$ cat src/common/hopeng_defines.svh
`ifndef HOPENG_DEFINES_SVH
`define HOPENG_DEFINES_SVH

// ==========================================
// register offsets (byte addresses, 8-bit bus)
`define HOPENG_OFS_CTRL 5'h00
`define HOPENG_OFS_CNT_LO 5'h01
`define HOPENG_OFS_CNT_HI 5'h02
`define HOPENG_OFS_KEY0 5'h03
`define HOPENG_OFS_LUT0 5'h0b
`define HOPENG_OFS_SS0 5'h0f
`define HOPENG_OFS_SS3 5'h12
`define HOPENG_OFS_IRQ_STAT 5'h13
`define HOPENG_OFS_IRQ_MASK 5'h14

// ==========================================
// field positions
`define HOPENG_CTRL_RUN 0
`define HOPENG_CTRL_DIR 1
`define HOPENG_IRQ_DONE 0

// ==========================================
// reset values and widths
`define HOPENG_RST_BYTE 8'h00
`define HOPENG_KEY_BYTES 8
`define HOPENG_LUT_BYTES 4
`define HOPENG_SS_BYTES 4

`endif

$ cat src/common/hopeng_pkg.sv
package hopeng_pkg;

	// engine sequencer, one-hot
	typedef enum logic [1:0] {
		HOPENG_IDLE = 2'b01,
		HOPENG_RUN = 2'b10
	} hopeng_state_t;

	// register-bus request
	typedef struct packed {
		logic [4:0] addr;
		logic [7:0] wdata;
		logic wr;
		logic rd;
	} hopeng_bus_t;

	// whole block state
	typedef struct packed {
		hopeng_state_t fsm;
		logic dir;
		logic [15:0] count;
		logic [63:0] key;
		logic [31:0] lut;
		logic [31:0] shift;
		logic [5:0] dec_bit;
		logic done_stat;
		logic done_mask;
		logic [7:0] rdata;
		logic irq;
	} hopeng_regs_t;

endpackage

$ cat src/core/hopeng_core.sv
// Chosen here: the strobed register port and the address map.
`timescale 1ns/10ps
`include "hopeng_defines.svh"

module hopeng_core
	import hopeng_pkg::*;
(
	// clock and reset
	input wire logic ref_clk_i,
	input wire logic rst_b_i,
	// register port
	input wire logic [4:0] addr_i,
	input wire logic [7:0] wdata_i,
	input wire logic wr_i,
	input wire logic rd_i,
	output logic [7:0] rdata_o,
	// engine status
	output logic busy_o,
	output logic irq_o
);

	// ==========================================
	// state
	hopeng_regs_t r;
	hopeng_regs_t next_r;
	hopeng_bus_t bus;
	logic running;
	logic [4:0] enc_idx;
	logic [4:0] dec_idx;
	logic enc_fb;
	logic dec_fb;
	logic [7:0] key_rd [0:7];
	logic [7:0] lut_rd [0:3];
	logic [7:0] ss_rd [0:3];

	assign bus = '{addr: addr_i, wdata: wdata_i, wr: wr_i, rd: rd_i};
	// one-hot run code, so busy_o is the run flop itself
	assign running = r.fsm[1];

	// byte views of the wide registers
	genvar gi;
	generate
		for (gi = 0; gi < `HOPENG_KEY_BYTES; gi++) begin : g_key
			assign key_rd[gi] = r.key[gi*8 +: 8];
		end
		for (gi = 0; gi < `HOPENG_LUT_BYTES; gi++) begin : g_lut
			assign lut_rd[gi] = r.lut[gi*8 +: 8];
		end
		for (gi = 0; gi < `HOPENG_SS_BYTES; gi++) begin : g_ss
			assign ss_rd[gi] = r.shift[gi*8 +: 8];
		end
	endgenerate

	// feedback bits for both directions
	assign enc_idx = {r.shift[31], r.shift[26], r.shift[20], r.shift[9], r.shift[1]};
	assign dec_idx = {r.shift[30], r.shift[25], r.shift[19], r.shift[8], r.shift[0]};
	assign enc_fb = r.shift[0] ^ r.shift[16] ^ r.key[0] ^ r.lut[enc_idx];
	assign dec_fb = r.shift[31] ^ r.shift[15] ^ r.key[r.dec_bit] ^ r.lut[dec_idx];

	// ==========================================
	// next state
	always_comb begin
		logic [4:0] a;
		logic [15:0] cnt_dec;
		a = bus.addr;
		cnt_dec = r.count - 16'h0001;
		next_r = r;
		next_r.rdata = 8'h00;
		// interrupt status clears on write-one; completion set below wins
		if (bus.wr && a == `HOPENG_OFS_IRQ_STAT && bus.wdata[`HOPENG_IRQ_DONE]) begin
			next_r.done_stat = 1'b0;
		end
		if (bus.wr && a == `HOPENG_OFS_IRQ_MASK) begin
			next_r.done_mask = bus.wdata[`HOPENG_IRQ_DONE];
		end
		unique case (r.fsm)
			HOPENG_IDLE: begin
				// parameter writes only accepted while idle
				if (bus.wr) begin
					if (a == `HOPENG_OFS_CNT_LO) begin
						next_r.count[7:0] = bus.wdata;
					end
					if (a == `HOPENG_OFS_CNT_HI) begin
						next_r.count[15:8] = bus.wdata;
					end
					for (int i = 0; i < `HOPENG_KEY_BYTES; i++) begin
						if (a == `HOPENG_OFS_KEY0 + 5'(i)) begin
							next_r.key[i*8 +: 8] = bus.wdata;
						end
					end
					for (int i = 0; i < `HOPENG_LUT_BYTES; i++) begin
						if (a == `HOPENG_OFS_LUT0 + 5'(i)) begin
							next_r.lut[i*8 +: 8] = bus.wdata;
						end
						if (a == `HOPENG_OFS_SS0 + 5'(i)) begin
							next_r.shift[i*8 +: 8] = bus.wdata;
						end
					end
					if (a == `HOPENG_OFS_CTRL) begin
						next_r.dir = bus.wdata[`HOPENG_CTRL_DIR];
						// zero count: run bit drops at once, no event
						if (bus.wdata[`HOPENG_CTRL_RUN] && r.count != 16'h0000) begin
							next_r.fsm = HOPENG_RUN;
							next_r.dec_bit = 6'(r.count - 16'h0001);
						end
					end
				end
			end
			HOPENG_RUN: begin
				// one round per clock; control writes ignored meanwhile
				if (r.dir) begin
					next_r.shift = {r.shift[30:0], dec_fb};
					next_r.key = {r.key[62:0], r.key[63]};
				end else begin
					next_r.shift = {enc_fb, r.shift[31:1]};
					next_r.key = {r.key[0], r.key[63:1]};
				end
				next_r.count = cnt_dec;
				if (cnt_dec == 16'h0000) begin
					next_r.fsm = HOPENG_IDLE;
					next_r.done_stat = 1'b1;
				end
			end
		endcase
		// read data, valid the cycle after the strobe
		if (bus.rd) begin
			if (a == `HOPENG_OFS_CTRL) begin
				next_r.rdata = {6'h00, r.dir, running};
			end
			if (a == `HOPENG_OFS_CNT_LO) begin
				next_r.rdata = r.count[7:0];
			end
			if (a == `HOPENG_OFS_CNT_HI) begin
				next_r.rdata = r.count[15:8];
			end
			for (int i = 0; i < `HOPENG_KEY_BYTES; i++) begin
				if (a == `HOPENG_OFS_KEY0 + 5'(i)) begin
					next_r.rdata = key_rd[i];
				end
			end
			for (int i = 0; i < `HOPENG_LUT_BYTES; i++) begin
				if (a == `HOPENG_OFS_LUT0 + 5'(i)) begin
					next_r.rdata = lut_rd[i];
				end
				if (a == `HOPENG_OFS_SS0 + 5'(i)) begin
					next_r.rdata = ss_rd[i];
				end
			end
			if (a == `HOPENG_OFS_IRQ_STAT) begin
				next_r.rdata = {7'h00, r.done_stat};
			end
			if (a == `HOPENG_OFS_IRQ_MASK) begin
				next_r.rdata = {7'h00, r.done_mask};
			end
		end
		// level interrupt registered from the next-state flag and mask
		next_r.irq = next_r.done_stat & next_r.done_mask;
	end

	// ==========================================
	// registers
	always_ff @(posedge ref_clk_i or negedge rst_b_i) begin
		if (!rst_b_i) begin
			r <= '{fsm: HOPENG_IDLE, default: '0};
		end else begin
			r <= next_r;
		end
	end

	// outputs straight from flops
	assign rdata_o = r.rdata;
	assign busy_o = running;
	assign irq_o = r.irq;

endmodule

$ cat config.mk
export PLATFORM = sky130hd
export DESIGN_NAME = hopeng_core
export DESIGN_NICKNAME = d
export VERILOG_FILES = /design/src/common/hopeng_pkg.sv /design/src/core/hopeng_core.sv
export VERILOG_INCLUDE_DIRS = /design/src /design/src/common
export SDC_FILE = /design/constraint.sdc
export NUM_CORES = 1
export LEC_CHECK = 0
export BUFFER_PORTS_ARGS = -buffer_cell sky130_fd_sc_hd__buf_4
export CELL_PAD_IN_SITES_DETAIL_PLACEMENT = 0
export CELL_PAD_IN_SITES_GLOBAL_PLACEMENT = 2
export CORE_ASPECT_RATIO = 0.75
export CORE_UTILIZATION = 35
export DETAILED_ROUTE_END_ITERATION = 8
export PLACE_DENSITY_LB_ADDON = 0.1
export SLEW_MARGIN = 25
export SYNTH_ARGS = -nofsm -noshare
export SYNTH_HDL_FRONTEND = slang
export SYNTH_SLANG_ARGS = --single-unit
$ cat constraint.sdc
create_clock -name ref_clk_i -period 5.9 [get_ports ref_clk_i]
set_clock_uncertainty 0.2 [all_clocks]
set_input_delay 1.18 -clock ref_clk_i [delete_from_list [all_inputs] [get_ports ref_clk_i]]
set_output_delay 1.18 -clock ref_clk_i [all_outputs]
set_load 0.01 [all_outputs]
# ---- Yosys cells after proc, flatten, opt, wreduce, memory -nomap -nowiden
# Index checks and enable logic that the tools add are counted.
dict set report totals {
  register_bits 164
  out_inout_bits 10
}
dict set report classes {
  add_sub_neg 1
  n_lt_le_gt_ge 3
  n_eq_ne 40
  mux 61
  n_bitwise 7
  reduce_logical 28
}
# cell count
set op_table {}
lappend op_table {{two-way mux 8 bit} 39}
lappend op_table {{case mux 80 bit (2 select lines)} 1}
lappend op_table {{two-way mux 153 bit} 1}
lappend op_table {{two-way mux 64 bit} 1}
lappend op_table {{case mux 32 bit (2 select lines)} 1}
lappend op_table {{equality test 5 x 4 -> 1 bit (second input constant)} 8}
lappend op_table {{inequality test 2 bit (second input constant)} 18}
lappend op_table {{two-way mux 32 bit} 1}
lappend op_table {{AND reduction 2 bit} 14}
lappend op_table {{equality test 5 bit (second input constant)} 5}
lappend op_table {{equality test 5 x 3 -> 1 bit (second input constant)} 4}
lappend op_table {{zero test 16 bit} 1}
lappend op_table {{nonzero test 16 bit} 1}
lappend op_table {{subtractor 16 x 1 -> 16 bit (second input constant)} 1}
lappend op_table {{AND reduction 3 bit} 5}
lappend op_table {{less-than comparator 5 x 6 -> 1 bit (second input constant)} 2}
lappend op_table {{two-way mux 6 bit} 2}
lappend op_table {{binary-select mux 1 bit (select 5 bit)} 2}
lappend op_table {{equality test 5 x 2 -> 1 bit (second input constant)} 2}
lappend op_table {{AND reduction 4 bit} 2}
lappend op_table {{less-than comparator 6 x 7 -> 1 bit (second input constant)} 1}
lappend op_table {{two-way mux 1 bit} 7}
lappend op_table {{binary-select mux 1 bit (select 6 bit)} 1}
lappend op_table {{two-way mux 2 bit} 3}
lappend op_table {{9 further kinds} 17}

# ---- Depth between registers and ports, before layout
dict set report depth {
  depth_word 23
  ltp_mapped 10
}

# ---- Least setup slack after synthesis
# OpenSTA, ideal clock, no wires.
dict set report synth_path {
  path_kind {input to register}
  start {in addr_i[0]}
  end {reg r (netlist bit lut_rd[16])}
  setup_time_ns 0.128
  t_arrival_ns 2.832
  t_required_ns 5.572
  path_slack_ns 2.741
  path_stages 7
  n_path_buf 3
  cell_sequence {buf_2 or2_1 clkbuf_1 or3_1 clkbuf_1 nor2_2 mux2_1}
}
dict set report synth_between {
  elab_chain_len 2
}
# element line_no
set synth_rtl {}
lappend synth_rtl {{start, declared} hopeng_core.sv:12} ;# input wire logic [4:0] addr_i,
lappend synth_rtl {{equality test 5 x 4 -> 1 bit} hopeng_core.sv:92} ;# if (a == `HOPENG_OFS_LUT0 + 5'(i)) begin
lappend synth_rtl {{AND reduction 3 bit (no line)} --}
lappend synth_rtl {{end signal, assigned} hopeng_core.sv:166} ;# r <= next_r;
lappend synth_rtl {{end, declared} hopeng_core.sv:24} ;# hopeng_regs_t r;
# Every way passes these cells.
# A chain may end at the register's enable or synchronous reset.

==> summary.md <==
| Metric | Value |
|---|---|
| Outcome | complete, no violations |
| Final Non-Filler Cells | 1502 |
| Largest net degree at the start of global routing | 95 |
| Mapped Nets | 1148 |
| Cell variety after synth | 72 |
| DRC violations left | 0 |
| Post-route design area | 12100 um^2 |
| Yosys warns | 0 |
| # Post-CTS Setup Buffers | 0 |
| CTS Root Cell | clkbuf_16 |
| Clock transition at path regs | 0.07 ns |
| CTS Buf Count | 17 |
| Hold Path Sink | lut_rd[19] |
| Dpl cells | 1470 |
| Top post-synthesis cells by area | dfrtp_1 37%, mux2i_1 8.2%, mux2_1 6.9%, mux4_2 6.5%, mux2_2 5.2% |
| Pre-CTS setup slack | 1.70 ns |
| DRT antenna net count | 0 |
| DR WL/cell | 29.5 um |
| Dominant cell type by area after synthesis | dfrtp_1 |
| Clock share of power | 0.243 |
| Tmin final | 3.79 ns |
| # clock sinks | 164 |
| Core area | 30600 um^2 |
| Final Hold Viols | 0 |
| # port buffers | 26 |
| Max_cap viols | 0 |
| NetSw | 0.00215 W |
| Row count | 55 |
| Vias in the first global route | 9135 |
| Unrepaired setup endpoints after global routing | no |
| Count leader, synth | dfrtp_1 |
| Worst-Skew Late Latency | 0.47 ns |
| Initial Util | 0.360 |
| First-pass detailed-route iteration total | 5 |
| CTS resizes | 0 |
| CP arrival | 3.97 ns |
| DRT met1 WL | 22.1 mm |
| Most frequent cells after synthesis | 163 x dfrtp_1, 103 x nand2_1, 90 x mux2i_1 |
| Vert. Die Dim | 156 um |
| Register share of total power | 0.434 |
| Max H-tree Level | 4 |
| FF-to-FF Start | r[145] |
| Die width | 207 um |
| Async SR Flop Fraction | 1.00 |
| DP Wirelength | 31.4 mm |
| Layout cells sized above 1 | 0.157 |
| Met3 WL | 4.02 mm |
| CTS tree | built |
| Primary FF master, synth | dfrtp_1 |
| Leakage power | 4.77 nW |
| Post-layout nets | 1109 |
| Met2 WL | 17.5 mm |
| Vias per cell | 6.26 |
| Comb pwr share | 0.323 |
| VDD IR max | 0.000222 V |
| Final WL | 44.4 mm |
| Relative slew slack | 0.268 |
| DR vias | 9409 |
| Worst Hold Launch | lut_rd[19] |
| Net Sw Frac | 0.413 |
| Max Used Layer | met4 |
| Total power | 0.00521 W |
| Synth top area share | 0.371 |
| Total gr overflow | 0 |
| Hold Path Depth | 1 |
| Avg Cell Area, Syn | 9.75 um^2 |
| FF+latch count, synth | 164 |
| Worst-Margin Slew | 1.09 ns |
| Sequential area share after synthesis | 0.373 |
| Cell-internal power | 0.00306 W |
| Endpoints failing setup | 0 |
| Worst min-delay path class | register to register |
| Reg2reg end | r[16] |
| First-pass GRT wire length | 66.0 mm |
| Final WS setup | 2.11 ns |
| Endpoint type of the worst setup path | register |
| Crit-path max FO | 25 |
| Initial antenna violation count | 3 |
| Slew Limit Fails | 0 |
| CP required | 6.08 ns |
| CTS Buffer Depth | 2 |
| PwrDens | 432 nW/um^2 |
| CP Class | primary input to register |
| Initial DRC Count | 893 |
| Placer Congestion | 0.949 |
| Antenna cells | 0 |
| Syn-to-layout area delta | 9.61% |
| Final Cycle Share | 0.643 |
| TNS Setup | 0 ns |
| Reg2Reg Setup Slack | 2.61 ns |
| Worst setup SP type | primary input |
| Total die area | 32200 um^2 |
| GRT Util Overall | 0.287 |
| Post-synthesis cell count | 1129 |
| Synthesized cell area | 11000 um^2 |
| I/O pins | 27 |
| Fmax | 0.264 GHz |
| Post-place instance area | 11400 um^2 |
| FF-to-FF path depth | 7 |
| EDFF count, synth | 0 |
| Hold-fix buffers at CTS | 0 |
power groups by stage:
stage | clock network, W | registers [W] | logic [W]
3_3_place_gp | 0 | 0.00226 | 0.00166
5_1_grt | 0.00133 | 0.00232 | 0.00184
2_1_floorplan | 0 | 0.00176 | 0.00144
4_1_cts | 0.00129 | 0.00224 | 0.00167
6_report | 0.00127 | 0.00226 | 0.00168
3_5_place_dp | 0 | 0.00226 | 0.00167
cell families (layout without fill, tap and decap cells):
| group | after synthesis | after routing | share of synthesized area |
|---|---|---|---|
| AND/OR/NAND/NOR | 287 | 287 | 0.123 |
| adder cells (fa/ha/maj) | 2 | 2 | 0.00227 |
| multiplexers | 242 | 242 | 0.273 |
| XOR/XNOR | 15 | 15 | 0.0119 |
| AO/OA/AOI/OAI | 311 | 311 | 0.175 |
| flip-flops | 164 | 164 | 0.373 |
| buffers and inverters | 108 | 82 | 0.0421 |
per-layer routing:
metal	vias up	track usage
met1	4833	0.453
met3	39	0.0796
met5	-	0
li1	4149	-
met2	388	0.373
met4	0	0.0723
registers in the layout, indices dropped and copies added, names as in the netlist:
register  cells
enc_idx       5
dec_idx       5
irq_o         1
r            48
key_rd       64
lut_rd       32
rdata_o       8
busy_o        1
cell type report:
| type | count | area [um^2] |
|---|---|---|
| fillers | 3059 | 18500 |
| multi-input cells | 857 | 6470 |
| flip-flops and latches | 164 | 4110 |
| well taps | 399 | 499 |
| clock buffers | 17 | 425 |
| repair buffers | 36 | 287 |
| clock inverters | 15 | 216 |
| inverters | 14 | 52.6 |
worst max-delay path, stage by stage:
cell and delay, ns:
buf_4 0.20, nor2_1 0.62, nand2_1 0.32, a221oi_1 0.28
o21bai_1 0.12, a2111oi_0 0.73, o221ai_1 0.28, a31oi_1 0.24
through the flow:
stage               hold WS (ns)  utilization
floorplan                  0.265            -
global placement           0.320        0.373
detailed placement         0.332        0.373
CTS                        0.349        0.394
global route               0.372        0.395
finish                     0.346        0.395
how the worst max path moves through the flow:
stage / start / endpoint
floorplan: addr_i[0] / lut_rd[16]
global placement: addr_i[0] / rdata_o[1]
detailed placement: addr_i[2] / rdata_o[1]
CTS: addr_i[2] / rdata_o[1]
global route: addr_i[2] / rdata_o[1]
finish: addr_i[2] / rdata_o[1]
cells in the final DEF, fill, tap and decap left out, types with 8 or more instances in the layout:
cell type / synthesis / routed
nor2b_1: 11 / 10
inv_1: 11 / 11
dfrtp_1: 163 / 162
mux2_2: 51 / 51
nand4_1: 8 / 8
nand3_1: 18 / 18
clkbuf_16: 0 / 17
nor3_1: 16 / 15
mux4_2: 32 / 32
o31ai_1: 8 / 8
mux2_1: 67 / 67
o22ai_1: 13 / 13
a31oi_1: 37 / 36
o211ai_1: 15 / 15
a21oi_1: 45 / 44
mux2i_1: 90 / 90
xnor2_1: 13 / 13
buf_4: 9 / 34
nor2_1: 76 / 76
nand2_1: 103 / 101
nand2b_1: 13 / 12
o21ai_0: 87 / 87
a221oi_1: 12 / 12
nor4_1: 8 / 8
o21ai_1: 34 / 31
Note: power is estimated with default switching activity, not from simulation.
